$ cat config.mk
export PLATFORM = sky130hd
export DESIGN_NAME = pioc_line_ctrl
export DESIGN_NICKNAME = d
export VERILOG_FILES = /design/src/pkg/pioc_pkg.sv /design/src/logic/pioc_glitch_filter.sv /design/src/logic/pioc_pad_mux.sv /design/src/logic/pioc_line_ctrl.sv
export VERILOG_INCLUDE_DIRS = /design/src /design/src/pkg
export SDC_FILE = /design/constraint.sdc
export NUM_CORES = 1
export LEC_CHECK = 0
export ABC_AREA = 1
export BUFFER_PORTS_ARGS = -buffer_cell sky130_fd_sc_hd__clkbuf_2
export CAP_MARGIN = 15
export CORE_AREA = 4 4 260 262
export DETAILED_ROUTE_END_ITERATION = 10
export DIE_AREA = 0 0 264 266
export GPL_ROUTABILITY_DRIVEN = 0
export GPL_TIMING_DRIVEN = 0
export HOLD_SLACK_MARGIN = 0.02
export PLACE_DENSITY = 0.55
export SYNTH_ARGS = -nofsm -noshare
export SYNTH_HDL_FRONTEND = slang
export SYNTH_SLANG_ARGS = --single-unit
$ cat constraint.sdc
create_clock -name clk -period 2.2 [get_ports clk]
set_input_delay 0.22 -clock clk [delete_from_list [all_inputs] [get_ports clk]]
set_output_delay 0.22 -clock clk [all_outputs]
set_load 0.03 [all_outputs]
$ cat src/pkg/pioc_map.svh
// constants of the parallel line controller: masks, reset values, timing
`ifndef PIOC_MAP_SVH
`define PIOC_MAP_SVH

// ------------------------------------------------------------
// line population
// ------------------------------------------------------------
`define PIOC_LINES        32
`define PIOC_IMPL_MASK    32'hffffffff
`define PIOC_MUX_MASK     32'h0fffffff

// ------------------------------------------------------------
// reset values
// ------------------------------------------------------------
`define PIOC_OWN_RST      32'hffffffff
`define PIOC_PULLOFF_RST  32'h00000000
`define PIOC_CHOICE_RST   32'h00000000
`define PIOC_DRIVE_RST    32'h00000000
`define PIOC_LEVEL_RST    32'h00000000
`define PIOC_MASK_RST     32'h00000000
`define PIOC_OD_RST       32'h00000000
`define PIOC_FILT_RST     32'h00000000
`define PIOC_IRQM_RST     32'h00000000
`define PIOC_EVT_RST      32'h00000000

// ------------------------------------------------------------
// timing
// ------------------------------------------------------------
`define PIOC_CLK_PERIOD_NS 100

`endif

$ cat src/pkg/pioc_pkg.sv
// types of the parallel line controller
package pioc_pkg;

    // ------------------------------------------------------------
    // write commands
    // ------------------------------------------------------------
    typedef enum logic [4:0] {
        PIOC_CMD_NONE,
        PIOC_CMD_OWN_SET,
        PIOC_CMD_OWN_CLR,
        PIOC_CMD_PERIPH_A,
        PIOC_CMD_PERIPH_B,
        PIOC_CMD_DRIVE_SET,
        PIOC_CMD_DRIVE_CLR,
        PIOC_CMD_LEVEL_SET,
        PIOC_CMD_LEVEL_CLR,
        PIOC_CMD_LEVEL_DIRECT,
        PIOC_CMD_WMASK_SET,
        PIOC_CMD_WMASK_CLR,
        PIOC_CMD_OD_SET,
        PIOC_CMD_OD_CLR,
        PIOC_CMD_PULL_ON,
        PIOC_CMD_PULL_OFF,
        PIOC_CMD_FILT_SET,
        PIOC_CMD_FILT_CLR,
        PIOC_CMD_IRQ_SET,
        PIOC_CMD_IRQ_CLR
    } pioc_cmd_t;

    typedef logic [31:0] pioc_word_t;

endpackage : pioc_pkg

$ cat src/logic/pioc_glitch_filter.sv
// input glitch filter: one extra sample stage on filtered lines
`timescale 1ns/1ps
`default_nettype none
`include "pioc_map.svh"

module pioc_glitch_filter (
    // clock and reset
    input  wire logic                 clk,
    input  wire logic                 sys_rst,
    // sampling enable
    input  wire logic                 sampleEn,
    // levels
    input  wire pioc_pkg::pioc_word_t rawIn,
    input  wire pioc_pkg::pioc_word_t filterOn,
    output pioc_pkg::pioc_word_t      cleanOut
);
    import pioc_pkg::*;

    pioc_word_t stage;

    // ------------------------------------------------------------
    // extra stage, then per-line choice
    // ------------------------------------------------------------
    always_ff @(posedge clk) begin
        if (sys_rst) begin
            stage <= `PIOC_LEVEL_RST;
        end else if (sampleEn) begin
            stage <= rawIn;
        end
    end

    genvar i;
    generate
        for (i = 0; i < `PIOC_LINES; i++) begin : g_line
            // filtered lines take the delayed sample from the extra stage
            assign cleanOut[i] = filterOn[i] ? stage[i] : rawIn[i];
        end
    endgenerate

endmodule // pioc_glitch_filter

`default_nettype wire

$ cat src/logic/pioc_pad_mux.sv
// per-line output path: owner choice, peripheral a/b choice, open drain
`timescale 1ns/1ps
`default_nettype none
`include "pioc_map.svh"

module pioc_pad_mux (
    // line configuration
    input  wire pioc_pkg::pioc_word_t ownCtl,
    input  wire pioc_pkg::pioc_word_t choiceB,
    input  wire pioc_pkg::pioc_word_t drive,
    input  wire pioc_pkg::pioc_word_t level,
    input  wire pioc_pkg::pioc_word_t openDrain,
    // peripheral a and b output paths
    input  wire pioc_pkg::pioc_word_t periphAOut,
    input  wire pioc_pkg::pioc_word_t periphAOe,
    input  wire pioc_pkg::pioc_word_t periphBOut,
    input  wire pioc_pkg::pioc_word_t periphBOe,
    // resulting pad drive
    output pioc_pkg::pioc_word_t      next_padOut,
    output pioc_pkg::pioc_word_t      next_padOe
);
    import pioc_pkg::*;

    genvar i;
    generate
        for (i = 0; i < `PIOC_LINES; i++) begin : g_line
            logic selOut;
            logic selOe;
            // a/b steers only out and oe; peripheral owns both when own is 0
            assign selOut = ownCtl[i] ? level[i] : (choiceB[i] ? periphBOut[i] : periphAOut[i]);
            assign selOe  = ownCtl[i] ? drive[i] : (choiceB[i] ? periphBOe[i] : periphAOe[i]);
            // open drain only pulls low
            assign next_padOut[i] = openDrain[i] ? 1'b0 : selOut;
            assign next_padOe[i]  = openDrain[i] ? (selOe & ~selOut) : selOe;
        end
    endgenerate

endmodule // pioc_pad_mux

`default_nettype wire

$ cat src/logic/pioc_line_ctrl.sv
// top of the 32-line parallel input/output controller
//
// Behaviour
// configuration writes are stored even while the peripheral clock is gated
// sampling, change detection and interrupt run only with the clock enabled
// pull-up enable clears off-status bits, disable sets them; 1 means off
// after reset every pull-up is on, off-status reads zero
// own-set gives lines to controller, own-clear to the chosen peripheral
// lines without a peripheral ignore ownership writes and read owned
// first select clears choice bits, second select sets them; 1 means b
// a/b choice steers only output paths; peripherals always see the pin
// after reset the choice reads zero, peripheral a on every line
// software hands a line over by a/b select plus own-clear
// peripheral-owned lines take enable and level from chosen peripheral
// drive set/clear works in any ownership; 1 drives the line
// level set/clear works in any ownership to preset first level
// direct level write touches only masked bits; mask resets to zero
// open-drain lines only pull low, otherwise released
// after reset open drain is off on every line
// readback shows pin levels, holding last sample while clock is gated
// filter drops sub half-cycle glitches and passes full-cycle pulses; the extra stage only delays, so a sampled glitch passes
// filter adds one cycle latency for changes sampled at rising edge
// filter enable set/clear; filtering affects only readback and change detect
// irq enable set/clear; changes found by two successive samples
// change sets event bit; interrupt is or of event and mask
// reading event status returns pending bits and clears them together
// unimplemented lines ignore writes and read zero
`timescale 1ns/1ps
`default_nettype none
`include "pioc_map.svh"

module pioc_line_ctrl (
    // clock and reset
    input  wire logic                 clk,
    input  wire logic                 sys_rst,
    // peripheral clock enable from the power manager
    input  wire logic                 periphClkEn,
    // configuration write port
    input  wire logic                 wrValid,
    input  wire pioc_pkg::pioc_cmd_t  wrCmd,
    input  wire pioc_pkg::pioc_word_t wrData,
    // event status read port
    input  wire logic                 evtReadReq,
    output pioc_pkg::pioc_word_t      evtReadData,
    // status views
    output pioc_pkg::pioc_word_t      lineOwnStatus,
    output pioc_pkg::pioc_word_t      periphChoiceStatus,
    output pioc_pkg::pioc_word_t      driveStatus,
    output pioc_pkg::pioc_word_t      levelStatus,
    output pioc_pkg::pioc_word_t      directWriteMaskStatus,
    output pioc_pkg::pioc_word_t      openDrainStatus,
    output pioc_pkg::pioc_word_t      pullupOffStatus,
    output pioc_pkg::pioc_word_t      filterEnableStatus,
    output pioc_pkg::pioc_word_t      changeIrqMask,
    output pioc_pkg::pioc_word_t      pinLevelReadback,
    // interrupt
    output logic                      changeIrq,
    // pads
    input  wire pioc_pkg::pioc_word_t padIn,
    output pioc_pkg::pioc_word_t      padOut,
    output pioc_pkg::pioc_word_t      padOe,
    output pioc_pkg::pioc_word_t      padPullupEn,
    // peripherals a and b
    input  wire pioc_pkg::pioc_word_t periphAOut,
    input  wire pioc_pkg::pioc_word_t periphAOe,
    input  wire pioc_pkg::pioc_word_t periphBOut,
    input  wire pioc_pkg::pioc_word_t periphBOe,
    output pioc_pkg::pioc_word_t      periphIn
);
    import pioc_pkg::*;

    pioc_word_t wrSet;
    pioc_word_t cleanIn;
    pioc_word_t next_padOut;
    pioc_word_t next_padOe;
    pioc_word_t changed;
    pioc_word_t eventPending;
    pioc_word_t next_event;
    logic       sampleValid;

    // ------------------------------------------------------------
    // write decode
    // ------------------------------------------------------------
    // bits of unimplemented lines never take effect
    assign wrSet = wrData & `PIOC_IMPL_MASK;

    function automatic logic hit(input pioc_cmd_t c);
        hit = wrValid && (wrCmd == c);
    endfunction

    // ------------------------------------------------------------
    // pull-up control
    // ------------------------------------------------------------
    // config registers ignore periphClkEn
    always_ff @(posedge clk) begin
        if (sys_rst) begin
            pullupOffStatus <= `PIOC_PULLOFF_RST;
        end else if (hit(PIOC_CMD_PULL_ON)) begin
            pullupOffStatus <= pullupOffStatus & ~wrSet;
        end else if (hit(PIOC_CMD_PULL_OFF)) begin
            pullupOffStatus <= pullupOffStatus | wrSet;
        end
    end

    always_ff @(posedge clk) begin
        if (sys_rst) begin
            padPullupEn <= ~`PIOC_PULLOFF_RST & `PIOC_IMPL_MASK;
        end else if (hit(PIOC_CMD_PULL_ON)) begin
            padPullupEn <= (~pullupOffStatus | wrSet) & `PIOC_IMPL_MASK;
        end else if (hit(PIOC_CMD_PULL_OFF)) begin
            padPullupEn <= ~(pullupOffStatus | wrSet) & `PIOC_IMPL_MASK;
        end
    end

    // ------------------------------------------------------------
    // ownership
    // ------------------------------------------------------------
    // non-multiplexed lines stay owned, unimplemented read zero
    always_ff @(posedge clk) begin
        if (sys_rst) begin
            lineOwnStatus <= `PIOC_OWN_RST & `PIOC_IMPL_MASK;
        end else if (hit(PIOC_CMD_OWN_SET)) begin
            lineOwnStatus <= ((lineOwnStatus | wrSet) & `PIOC_MUX_MASK) | (`PIOC_IMPL_MASK & ~`PIOC_MUX_MASK);
        end else if (hit(PIOC_CMD_OWN_CLR)) begin
            lineOwnStatus <= ((lineOwnStatus & ~wrSet) & `PIOC_MUX_MASK) | (`PIOC_IMPL_MASK & ~`PIOC_MUX_MASK);
        end
    end

    // ------------------------------------------------------------
    // peripheral a/b choice
    // ------------------------------------------------------------
    always_ff @(posedge clk) begin
        if (sys_rst) begin
            periphChoiceStatus <= `PIOC_CHOICE_RST;
        end else if (hit(PIOC_CMD_PERIPH_A)) begin
            periphChoiceStatus <= periphChoiceStatus & ~wrSet;
        end else if (hit(PIOC_CMD_PERIPH_B)) begin
            periphChoiceStatus <= periphChoiceStatus | wrSet;
        end
    end

    // ------------------------------------------------------------
    // output enable
    // ------------------------------------------------------------
    always_ff @(posedge clk) begin
        if (sys_rst) begin
            driveStatus <= `PIOC_DRIVE_RST;
        end else if (hit(PIOC_CMD_DRIVE_SET)) begin
            driveStatus <= driveStatus | wrSet;
        end else if (hit(PIOC_CMD_DRIVE_CLR)) begin
            driveStatus <= driveStatus & ~wrSet;
        end
    end

    // ------------------------------------------------------------
    // output level and masked direct write
    // ------------------------------------------------------------
    always_ff @(posedge clk) begin
        if (sys_rst) begin
            levelStatus <= `PIOC_LEVEL_RST;
        end else if (hit(PIOC_CMD_LEVEL_SET)) begin
            levelStatus <= levelStatus | wrSet;
        end else if (hit(PIOC_CMD_LEVEL_CLR)) begin
            levelStatus <= levelStatus & ~wrSet;
        end else if (hit(PIOC_CMD_LEVEL_DIRECT)) begin
            levelStatus <= (levelStatus & ~directWriteMaskStatus) | (wrSet & directWriteMaskStatus);
        end
    end

    always_ff @(posedge clk) begin
        if (sys_rst) begin
            directWriteMaskStatus <= `PIOC_MASK_RST;
        end else if (hit(PIOC_CMD_WMASK_SET)) begin
            directWriteMaskStatus <= directWriteMaskStatus | wrSet;
        end else if (hit(PIOC_CMD_WMASK_CLR)) begin
            directWriteMaskStatus <= directWriteMaskStatus & ~wrSet;
        end
    end

    // ------------------------------------------------------------
    // open drain
    // ------------------------------------------------------------
    always_ff @(posedge clk) begin
        if (sys_rst) begin
            openDrainStatus <= `PIOC_OD_RST;
        end else if (hit(PIOC_CMD_OD_SET)) begin
            openDrainStatus <= openDrainStatus | wrSet;
        end else if (hit(PIOC_CMD_OD_CLR)) begin
            openDrainStatus <= openDrainStatus & ~wrSet;
        end
    end

    // ------------------------------------------------------------
    // filter and interrupt enables
    // ------------------------------------------------------------
    always_ff @(posedge clk) begin
        if (sys_rst) begin
            filterEnableStatus <= `PIOC_FILT_RST;
        end else if (hit(PIOC_CMD_FILT_SET)) begin
            filterEnableStatus <= filterEnableStatus | wrSet;
        end else if (hit(PIOC_CMD_FILT_CLR)) begin
            filterEnableStatus <= filterEnableStatus & ~wrSet;
        end
    end

    always_ff @(posedge clk) begin
        if (sys_rst) begin
            changeIrqMask <= `PIOC_IRQM_RST;
        end else if (hit(PIOC_CMD_IRQ_SET)) begin
            changeIrqMask <= changeIrqMask | wrSet;
        end else if (hit(PIOC_CMD_IRQ_CLR)) begin
            changeIrqMask <= changeIrqMask & ~wrSet;
        end
    end

    // ------------------------------------------------------------
    // pad drive
    // ------------------------------------------------------------
    pioc_pad_mux u_pad_mux (
        .ownCtl      (lineOwnStatus),
        .choiceB     (periphChoiceStatus),
        .drive       (driveStatus),
        .level       (levelStatus),
        .openDrain   (openDrainStatus),
        .periphAOut  (periphAOut),
        .periphAOe   (periphAOe),
        .periphBOut  (periphBOut),
        .periphBOe   (periphBOe),
        .next_padOut (next_padOut),
        .next_padOe  (next_padOe)
    );

    always_ff @(posedge clk) begin
        if (sys_rst) begin
            padOut <= `PIOC_LEVEL_RST;
            padOe  <= `PIOC_DRIVE_RST;
        end else begin
            padOut <= next_padOut & `PIOC_IMPL_MASK;
            padOe  <= next_padOe & `PIOC_IMPL_MASK;
        end
    end

    // peripherals always see the unfiltered pin
    always_ff @(posedge clk) begin
        if (sys_rst) begin
            periphIn <= `PIOC_LEVEL_RST;
        end else begin
            periphIn <= padIn & `PIOC_IMPL_MASK;
        end
    end

    // ------------------------------------------------------------
    // input sampling and filtering
    // ------------------------------------------------------------
    pioc_glitch_filter u_filter (
        .clk      (clk),
        .sys_rst  (sys_rst),
        .sampleEn (periphClkEn),
        .rawIn    (padIn & `PIOC_IMPL_MASK),
        .filterOn (filterEnableStatus),
        .cleanOut (cleanIn)
    );

    // readback holds its last sample while the clock is gated
    always_ff @(posedge clk) begin
        if (sys_rst) begin
            pinLevelReadback <= `PIOC_LEVEL_RST;
            sampleValid      <= 1'b0;
        end else if (periphClkEn) begin
            pinLevelReadback <= cleanIn;
            sampleValid      <= 1'b1;
        end
    end

    // ------------------------------------------------------------
    // change detection and event status
    // ------------------------------------------------------------
    // two successive samples compared; first sample after reset makes none
    assign changed = (periphClkEn && sampleValid) ? (cleanIn ^ pinLevelReadback) : `PIOC_EVT_RST;

    // a change in the read cycle survives the clear
    assign next_event = (evtReadReq ? `PIOC_EVT_RST : eventPending) | changed;

    always_ff @(posedge clk) begin
        if (sys_rst) begin
            eventPending <= `PIOC_EVT_RST;
        end else begin
            eventPending <= next_event;
        end
    end

    always_ff @(posedge clk) begin
        if (sys_rst) begin
            evtReadData <= `PIOC_EVT_RST;
        end else if (evtReadReq) begin
            evtReadData <= eventPending;
        end
    end

    // single interrupt, or over all lines
    always_ff @(posedge clk) begin
        if (sys_rst) begin
            changeIrq <= 1'b0;
        end else begin
            changeIrq <= |(next_event & changeIrqMask) & (periphClkEn | changeIrq);
        end
    end

endmodule // pioc_line_ctrl

`default_nettype wire

==> results.tsv, run 1 <==
metric	value	unit
detailed placement HPWL	81800	µm
flop-to-flop setup slack	390	ps
1st-pass router iterations	5	
Max VDD drop	539	µV
Post-Synth Simple-Gate Area	20.1	%
clk_skew	18.3	ps
crit path to	evtReadData[30]	
final number of setup-violating endpoints	0	
clk slew on worst S/H paths	60	ps
pins over their slew limit	0	
mux cell area share after synthesis	0	%
CTS max path bufs	3	
DIE AREA	70200	µm²
status	complete, no violations	
Die H	266	µm
pre-CTS setup slack	-766	ps
DR vias	24300	
Distinct cells, synth	34	
drt total wl	104000	µm
CTS Sinks	542	
Gate Count Post-Synth	3110	
CTS H-tree lvls	2	
initial core utilization	34.6	%
synthesized cell area	22600	µm²
placed inst area	27000	µm²
grt total ovfl	0	
cts bufs inserted	60	
GRT Overall Usage	28.4	%
post-layout minimum cycle time	2050	ps
fraction of layout cells with a size suffix above 1	21.0	%
DR WL/cell	21.4	µm
Critical Path AT	2600	ps
R2R depth	11	
initial antenna violation count	0	
Routed Antenna Nets	0	
Crit Path Category	primary input to register	
compound-gate portion of the synthesized area	21.4	%
slew margin rel.	19.3	%
DR vias/cell	4.99	
Lkg Pwr	13.7	nW
MaxCap Viol Count	0	
DRC	0	
area grow syn2layout	33.5	%
Setup TNS Final	0	ps
element type at the critical path end	register	
CP max FO	10	
largest net degree at the start of global routing	15	
I/O pin count	683	
reg-to-reg startpoint	sampleValid	
asr flop ratio synth	0	%
f_max	0.488	GHz
register area share after synthesis	47.9	%
CTS tree	built	
period utilization	93.2	%
Yosys warnings	0	
crit path from	sys_rst	
Post-synth top flop	dfxtp_1	
slew at the pin closest to its max-slew limit	1210	ps
CP Data Required Time	2750	ps
port bufs	659	
min-delay worst type	primary input to register	
Synth Area in XOR/XNOR	0	%
First DRT Iteration DRCs	1619	
core footprint	65400	µm²
CP Launch Type	primary input	
row cnt	94	
top post-synthesis cells by area	dfxtp_1, nand2_1, a21oi_1	
Final nets	4154	
share of the synthesized area in the top cell type	47.9	%
Finished Cell Area	30200	µm²
Critical R2R Capture	changeIrq	
Final Hold Fails	0	
largest area contributor in the netlist	dfxtp_1	
RSZ-0062 raised after global routing	no	
Mean Syn Cell Area	7.28	µm²
Die X	264	µm
clk root buf	clkbuf_16	
Clock Latency Late Sink	620	ps
adder-cell area share of the yosys netlist	0	%
#FFs+latches synth	542	
vias in the first global route	23100	
largest family of logic cells by synthesized area	compound AO/OA/AOI/OAI gates	
Pwr Density	758	nW/µm²
Post-synth EDFFs	0	
final setup margin	149	ps
first-pass GRT wire length	152000	µm
-- layout by cell type, fill, tap and decap left out, drive strengths merged --
master and n:
clkbuf 888, nand2 645, dfxtp 542, a21oi 423, inv 379, o21ai 375
nor2 173, dlygate4sd3 118, nand3 116, nor3 101, buf 69, a211oi 37
a311oi 36, or2 32, o221ai 28, nand3b 11, clkinv 11, conb 4
bufinv 4, diode 2, clkdlybuf4s15 1, o211ai 1, nor3b 1, nor4 1
a31oi 1, clkinvlp 1
-- worst min-delay path by stage --
stage                    from           to  slack, ps  cells after the start
3_5_place_dp         register    padOut[5]        450                      1
5_1_grt          periphBOe[3]     padOe[3]         60                      5
6_report        periphAOut[8]    padOut[8]         60                      5
3_3_place_gp         register   padOut[24]        440                      1
4_1_cts        periphAOut[17]   padOut[17]         20                      5
2_1_floorplan        padIn[0]  periphIn[0]        340                      2
-- area by class of cell --
class	count	area, µm²
Inverter	379	1430
Timing Repair Buffer	777	4480
Clock buffer	92	1800
Clock inverter	16	186
Antenna cell	2	5.00
Sequential cell	542	10900
Buffer	207	973
Multi-Input combinational cell	1985	9420
Fill cell	6792	35200
Tap cell	864	1080
-- power by group --
part / internal [mW] / switching, mW
registers: 10.1 / 0.174
clock network: 6.06 / 4.20
logic: 0.723 / 1.68
total: 16.8 / 6.06
-- synthesized netlist by cell type, types with 28 or more instances --
cell type	n
a311oi_1	36
dfxtp_1	542
nand2_1	640
o21ai_0	207
nor2_1	166
a211oi_1	37
o221ai_1	28
buf_2	28
clkbuf_1	138
nand3_1	116
or2_1	30
o21ai_1	168
a21oi_1	423
nor3_1	97
inv_1	371
-- cells by family after synthesis --
| logic type | count (synthesis) |
|---|---|
| simple gates | 1080 |
| compound gates | 901 |
| buf+inv | 586 |
| flops | 542 |
| other cells | 1 |
-- per-stage QoR --
step | util (%) | hold WS (ps) | std cells | total power [mW]
final | 46.2 | 64.6 | 4864 | 22.9
after global routing | 46.2 | 61.8 | 4862 | 23.7
after floorplan | - | 345 | 3113 | 11.7
after detailed placement | 41.3 | 447 | 4636 | 12.7
after CTS | 46.2 | 24.2 | 4862 | 23.1
after global placement | 41.3 | 444 | 4636 | 12.7
-- critical path, cell delays in order --
cell	delay, ps
clkbuf_1	310
inv_1	270
clkbuf_1	840
buf_1	630
o21ai_0	200
nor2_1	120
-- timing repair --
item,4_1_cts,5_1_grt
setup endpoints to repair,16,5
cloned,0,0
hold endpoints to repair,188,0
resized for setup,3,5
setup buffers,0,0
hold buffers,118,0
-- routing by layer --
metal / part of all wire, % / routed length (µm) / GRT usage (%) / vias up
met4: 2.5 / 2620 / 6.78 / 0
met5: 0 / 0 / 0 / -
met2: 48 / 49900 / 49.3 / 791
li1: - / - / - / 11900
met3: 6.8 / 7070 / 5.78 / 132
met1: 43 / 44400 / 36.4 / 11400
No activity file was read; power rests on OpenSTA's default activity.
==> run 2, diff against run 1 <==
==> constraint.sdc (replaced) <==
create_clock -name clk -period 2.28 [get_ports clk]
set_input_delay 0.228 -clock clk [delete_from_list [all_inputs] [get_ports clk]]
set_output_delay 0.228 -clock clk [all_outputs]
set_load 0.03 [all_outputs]
==> run 2 against run 1 <==
Effect of this change: critical path depth stayed put; final cell count hardly changed; sequential share of layout area hardly changed; highest routed layer unchanged; setup slack better by 24 ps; sequential cell count stayed put; routed wire length is 0.12% higher; combinational power is 4% lower; non-clock buffer count is 1 lower; design area hardly changed; clock skew is 1.1 ps lower; sequential power hardly changed.
==> results.tsv, run 2 (same netlist as run 1, synthesis figures left out) <==
metric	value	unit	change
flop-to-flop setup slack	470	ps	+80 ps
initial core utilization	34.6	%	unchanged
clk_skew	17.2	ps	-1.08 ps
Clk pwr share	44.9	%	about the same
MaxCap Viol Count	0		unchanged
pins over their slew limit	0		unchanged
Max VDD drop	522	µV	-3.2%
Pwr Total	22.1	mW	-3.4%
row cnt	94		unchanged
Final Hold Fails	0		unchanged
Min-Delay Path Depth	5		unchanged
DR vias/cell	5.00		+0.25%
Critical R2R Capture	changeIrq		
Pwr Density	732	nW/µm²	-3.4%
DRC	0		unchanged
Clock Latency Late Sink	620	ps	about the same
Final nets	4153		-0.024%
Finished Cell Area	30200	µm²	about the same
largest net degree at the start of global routing	15		unchanged
GRT Overall Usage	28.4	%	unchanged
RSZ-0062 raised after global routing	no		
crit-path max cell delay	760	ps	-80 ps
Worst Hold End	padOe[5]		
Setup TNS Final	0	ps	unchanged
I/O pin count	683		unchanged
HP Start	periphBOe[5]		
reg-to-reg startpoint	sampleValid		
Sw Share	26.5	%	+0.093 points
period utilization	92.4	%	
vias in the first global route	23100		-0.013%
cts bufs inserted	60		unchanged
grt total ovfl	0		unchanged
f_max	0.475	GHz	
element type at the critical path end	register		
DR WL/cell	21.4	µm	about the same
clk root buf	clkbuf_16		
CTS tree	built		
area grow syn2layout	33.4	%	about the same
fraction of layout cells with a size suffix above 1	21.0	%	about the same
Comb power frac	10.5	%	about the same
final number of setup-violating endpoints	0		unchanged
First DRT Iteration DRCs	1497		-7.5%
placed inst area	27000	µm²	unchanged
area of the multi-input gates	9420	µm²	unchanged
CTS max path bufs	3		unchanged
pre-CTS setup slack	-694	ps	+72.0 ps
crit-path cells	clkbuf_1 > inv_1 > clkdlybuf4s15_1 > clkbuf_1 > o21ai_0 > a21oi_1		
most used cell, CP	clkbuf_1		
first-pass GRT wire length	152000	µm	about the same
internal cell power	16.3	mW	-3.5%
clk slew on worst S/H paths	60	ps	about the same
DR vias	24300		+0.29%
CTS H-tree lvls	2		unchanged
slew margin rel.	20.0	%	+0.69 points
Crit Path Category	primary input to register		
most common cell after layout, fill and taps aside	clkbuf_2		
Routed Antenna Nets	0		unchanged
initial antenna violation count	0		unchanged
CP Data Required Time	2820	ps	+70 ps
CP Launch Type	primary input		
core footprint	65400	µm²	unchanged
detailed placement HPWL	81800	µm	unchanged
R2R depth	11		unchanged
post-layout minimum cycle time	2110	ps	
status	complete, no violations		
Critical Path AT	2650	ps	+50 ps
Lkg Pwr	13.7	nW	about the same
min-delay worst type	primary input to register		
most frequent cells in the layout	clkbuf_2, nand2_1, dfxtp_1, a21oi_1, inv_1		
Slowest-stage cell, CP	clkdlybuf4s15_1		
Die H	266	µm	unchanged
1st-pass router iterations	6		+1
final setup margin	173	ps	+23.8 ps
port bufs	659		unchanged
Reg area	10900	µm²	unchanged
switching power total	5.87	mW	-3.1%
DIE AREA	70200	µm²	unchanged
Seq pwr share	44.6	%	about the same
CP max FO	10		unchanged
slew at the pin closest to its max-slew limit	1200	ps	-10.3 ps
Die X	264	µm	unchanged
CTS Sinks	542		unchanged
drt total wl	104000	µm	+0.12%
# fillers	6795		+0.044%
-- run 2: per-stage QoR --
step	util, %	hold slack (ps)	instances
floorplan	-	353	3113
global placement	41.3	444	4636
detailed placement	41.3	447	4636
CTS	46.2	25.9	4861
global route	46.2	66.2	4861
finish	46.2	48.9	4866
-- run 2: power by group through the flow --
stage / logic, mW / clock network [mW] / registers [mW]
final: 2.32 / 9.93 / 9.88
after global routing: 2.52 / 10.5 / 9.90
after CTS: 2.32 / 10.1 / 9.88
after detailed placement: 2.15 / 0 / 10.1
after global placement: 2.14 / 0 / 10.1
after floorplan: 0.895 / 0 / 10.4
-- run 2: layout make-up --
class                           instances  share of cell area [%]
Multi-Input combinational cell       1985                    31.2
Antenna cell                            5                  0.0414
Buffer                                207                    3.22
Clock buffer                           92                    5.97
Sequential cell                       542                    35.9
Timing Repair Buffer                  776                    14.8
Clock inverter                         16                   0.617
Inverter                              379                    4.72
Tap cell                              864                    3.58
-- run 2: how the worst max path moves through the flow --
stage             start                   end  slack [ps]  cells after the start
6_report        sys_rst              register         170                      6
3_3_place_gp    sys_rst              register        -720                      6
3_5_place_dp    sys_rst              register        -690                      6
5_1_grt         sys_rst  pinLevelReadback[26]          20                      6
2_1_floorplan  wrCmd[4]              register         880                      9
4_1_cts         sys_rst             padOe[27]          40                      6
-- run 2: what timing repair did --
item / CTS / global route
gates resized for setup: 1 / 11
endpoints found under the setup margin: 5 / 12
buffers inserted: 0 / 0
hold buffers: 117 / 0
hold endpoints to repair: 179 / 0
-- run 2: worst max-delay path: cells and delay by family --
family | cells | cell delay (ps)
AOI/OAI and AO/OA | 2 | 430
buffers and inverters | 4 | 1950
-- run 2: routing by layer --
metal / global-route usage, % / vias up / part of all wire, %
li1: - / 11900 / -
met1: 36.4 / 11500 / 43
met2: 49.3 / 792 / 48
met3: 5.78 / 120 / 6.5
met4: 6.78 / 0 / 2.4
met5: 0 / - / 0
==> run 3, diff against run 2 <==
--- a/config.mk
+++ b/config.mk
@@ -16,6 +16,7 @@
 export GPL_TIMING_DRIVEN = 0
 export HOLD_SLACK_MARGIN = 0.02
 export PLACE_DENSITY = 0.55
+export SLEW_MARGIN = 20
 export SYNTH_ARGS = -nofsm -noshare
 export SYNTH_HDL_FRONTEND = slang
 export SYNTH_SLANG_ARGS = --single-unit
==> constraint.sdc (replaced) <==
create_clock -name clk -period 2 [get_ports clk]
set_input_delay 0.2 -clock clk [delete_from_list [all_inputs] [get_ports clk]]
set_output_delay 0.2 -clock clk [all_outputs]
set_load 0.03 [all_outputs]
==> run 3 against run 2 <==
Effect of this change: clock-buffer cell count did not move; sequential power increased by 14%; critical path depth down 2; clock power up 14%; routed wire length is 0.23% higher; largest cell class unchanged.
==> results.tsv, run 3 (same netlist as run 1, synthesis figures left out) <==
metric	value	unit	change
Die H	266	µm	unchanged
1st-pass router iterations	5		-1
crit-path max cell delay	820	ps	+60 ps
period utilization	97.9	%	
initial core utilization	34.6	%	unchanged
CTS Sinks	542		unchanged
clk slew on worst S/H paths	60	ps	about the same
Crit Path Category	primary input to register		
fraction of layout cells with a size suffix above 1	21.0	%	about the same
DR vias	24300		+0.062%
slew margin rel.	19.3	%	-0.68 points
clk_skew	16.3	ps	-0.905 ps
# fillers	6771		-0.35%
HP Start	periphBOut[8]		
cts bufs inserted	60		unchanged
DR WL/cell	21.4	µm	-0.22%
first-pass GRT wire length	152000	µm	+0.35%
initial antenna violation count	0		unchanged
vias in the first global route	23200		+0.59%
Final nets	4176		+0.55%
Pwr Total	25.2	mW	+14%
port bufs	659		unchanged
Worst Hold End	padOut[8]		
Finished Cell Area	30500	µm²	+0.77%
CP Data Required Time	2460	ps	-360 ps
min-delay worst type	primary input to register		
most used cell, CP	clkbuf_1		
final number of setup-violating endpoints	0		unchanged
GRT Overall Usage	28.4	%	+0.092 points
status	complete, no violations		
Buf+Inv Stages, Crit Path	3		-1
f_max	0.510	GHz	
Final Hold Fails	0		unchanged
RSZ-0062 raised after global routing	yes		
CTS H-tree lvls	2		unchanged
area grow syn2layout	34.5	%	
Routed Antenna Nets	0		unchanged
Slowest-stage cell, CP	clkbuf_1		
CP Launch Type	primary input		
grt total ovfl	0		unchanged
Lkg Pwr	13.8	nW	+0.91%
MaxCap Viol Count	0		unchanged
drt total wl	104000	µm	+0.23%
Post-CTS Setup Inserts	0		unchanged
First DRT Iteration DRCs	1641		+9.6%
post-layout minimum cycle time	1960	ps	
crit-path cells	clkbuf_1 > clkbuf_1 > clkbuf_1 > nor2_1		
R2R depth	11		unchanged
DRC	0		unchanged
reg-to-reg startpoint	sampleValid		
row cnt	94		unchanged
CTS max path bufs	3		unchanged
Pwr Density	828	nW/µm²	+13%
core footprint	65400	µm²	unchanged
Min-Delay Path Depth	5		unchanged
clk root buf	clkbuf_16		
Largest delay share family, worst path	buffers and inverters		
Clock Latency Late Sink	620	ps	about the same
placed inst area	27000	µm²	about the same
pins over their slew limit	0		unchanged
most common cell after layout, fill and taps aside	clkbuf_2		
Max VDD drop	593	µV	+14%
CP max FO	10		unchanged
Die X	264	µm	unchanged
detailed placement HPWL	81800	µm	unchanged
CTS tree	built		
highest metal used	met4		
DIE AREA	70200	µm²	unchanged
slew at the pin closest to its max-slew limit	1210	ps	+10.3 ps
element type at the critical path end	register		
met2 WL post-DR	50100	µm	-0.22%
Critical R2R Capture	changeIrq		
I/O pin count	683		unchanged
DR vias/cell	4.98		-0.39%
WL met1	44400	µm	-0.77%
flop-to-flop setup slack	190	ps	-280 ps
met3 WL post-DR	7130	µm	+5.8%
largest net degree at the start of global routing	15		unchanged
most frequent cells in the layout	clkbuf_2, nand2_1, dfxtp_1, a21oi_1, inv_1		
Critical Path AT	2420	ps	-230 ps
[run 3: power breakdown]
group	leakage [nW]	total, mW	internal [mW]	switching (mW)
clock network	0.984	11.3	6.66	4.63
logic	8.44	2.67	0.817	1.86
registers	4.41	11.3	11.1	0.191
total	13.8	25.2	18.6	6.67
[run 3: metal layers]
metal | vias to the layer above | GRT usage [%]
met3 | 140 | 5.84
met5 | - | 0
li1 | 11900 | -
met1 | 11500 | 36.3
met2 | 811 | 49.5
met4 | 0 | 7.01
[run 3: cell type report]
cell class	count	area [µm²]	share of cell area (%)
antenna	4	10.0	0.0329
multi-input combinational	1985	9420	30.9
clock buffer	92	1800	5.92
tap	864	1080	3.55
inverter	379	1430	4.68
clock inverter	16	186	0.612
buffer	207	978	3.21
sequential	542	10900	35.6
timing repair buffer	799	4700	15.4
[run 3: timing repair]
| action | in CTS | in global routing |
|---|---|---|
| setup endpoints to repair | 52 | 15 |
| gates resized for setup | 4 | 7 |
| pin swaps | 0 | 0 |
| hold buffers | 140 | 0 |
| hold endpoints to repair | 232 | 0 |
[run 3: metrics by stage]
stage          TNS [ps]  setup WS [ps]  utilization, %  cells  hold WS [ps]
2_1_floorplan         0            602               -   3113           325
3_3_place_gp    -231190           -977            41.3   4636           441
3_5_place_dp    -186430           -946            41.3   4636           443
4_1_cts               0           4.20            46.5   4884          20.3
5_1_grt           -72.1          -72.1            46.6   4884          60.5
6_report              0           41.1            46.6   4888          52.0
[run 3: worst max-delay path by stage]
stage | end | cells after the start | startpoint | slack, ps
finish | periphIn[2] | 4 | sys_rst | 40
detailed placement | register | 6 | sys_rst | -950
floorplan | changeIrq | 11 | register | 600
CTS | pinLevelReadback[4] | 6 | sys_rst | 4
global route | changeIrq | 12 | evtReadReq | -70
global placement | register | 6 | sys_rst | -980
[run 3: worst register-to-register path, cell delays in order, from the launching register on]
cell	delay [ps]
dfxtp_1	330
nand2_1	50
inv_1	120
buf_2	380
nand3_1	220
nand2_1	140
nand2_1	60
nand2_1	60
nor2_1	40
nand2_1	110
nor2_1	110
a21oi_1	130
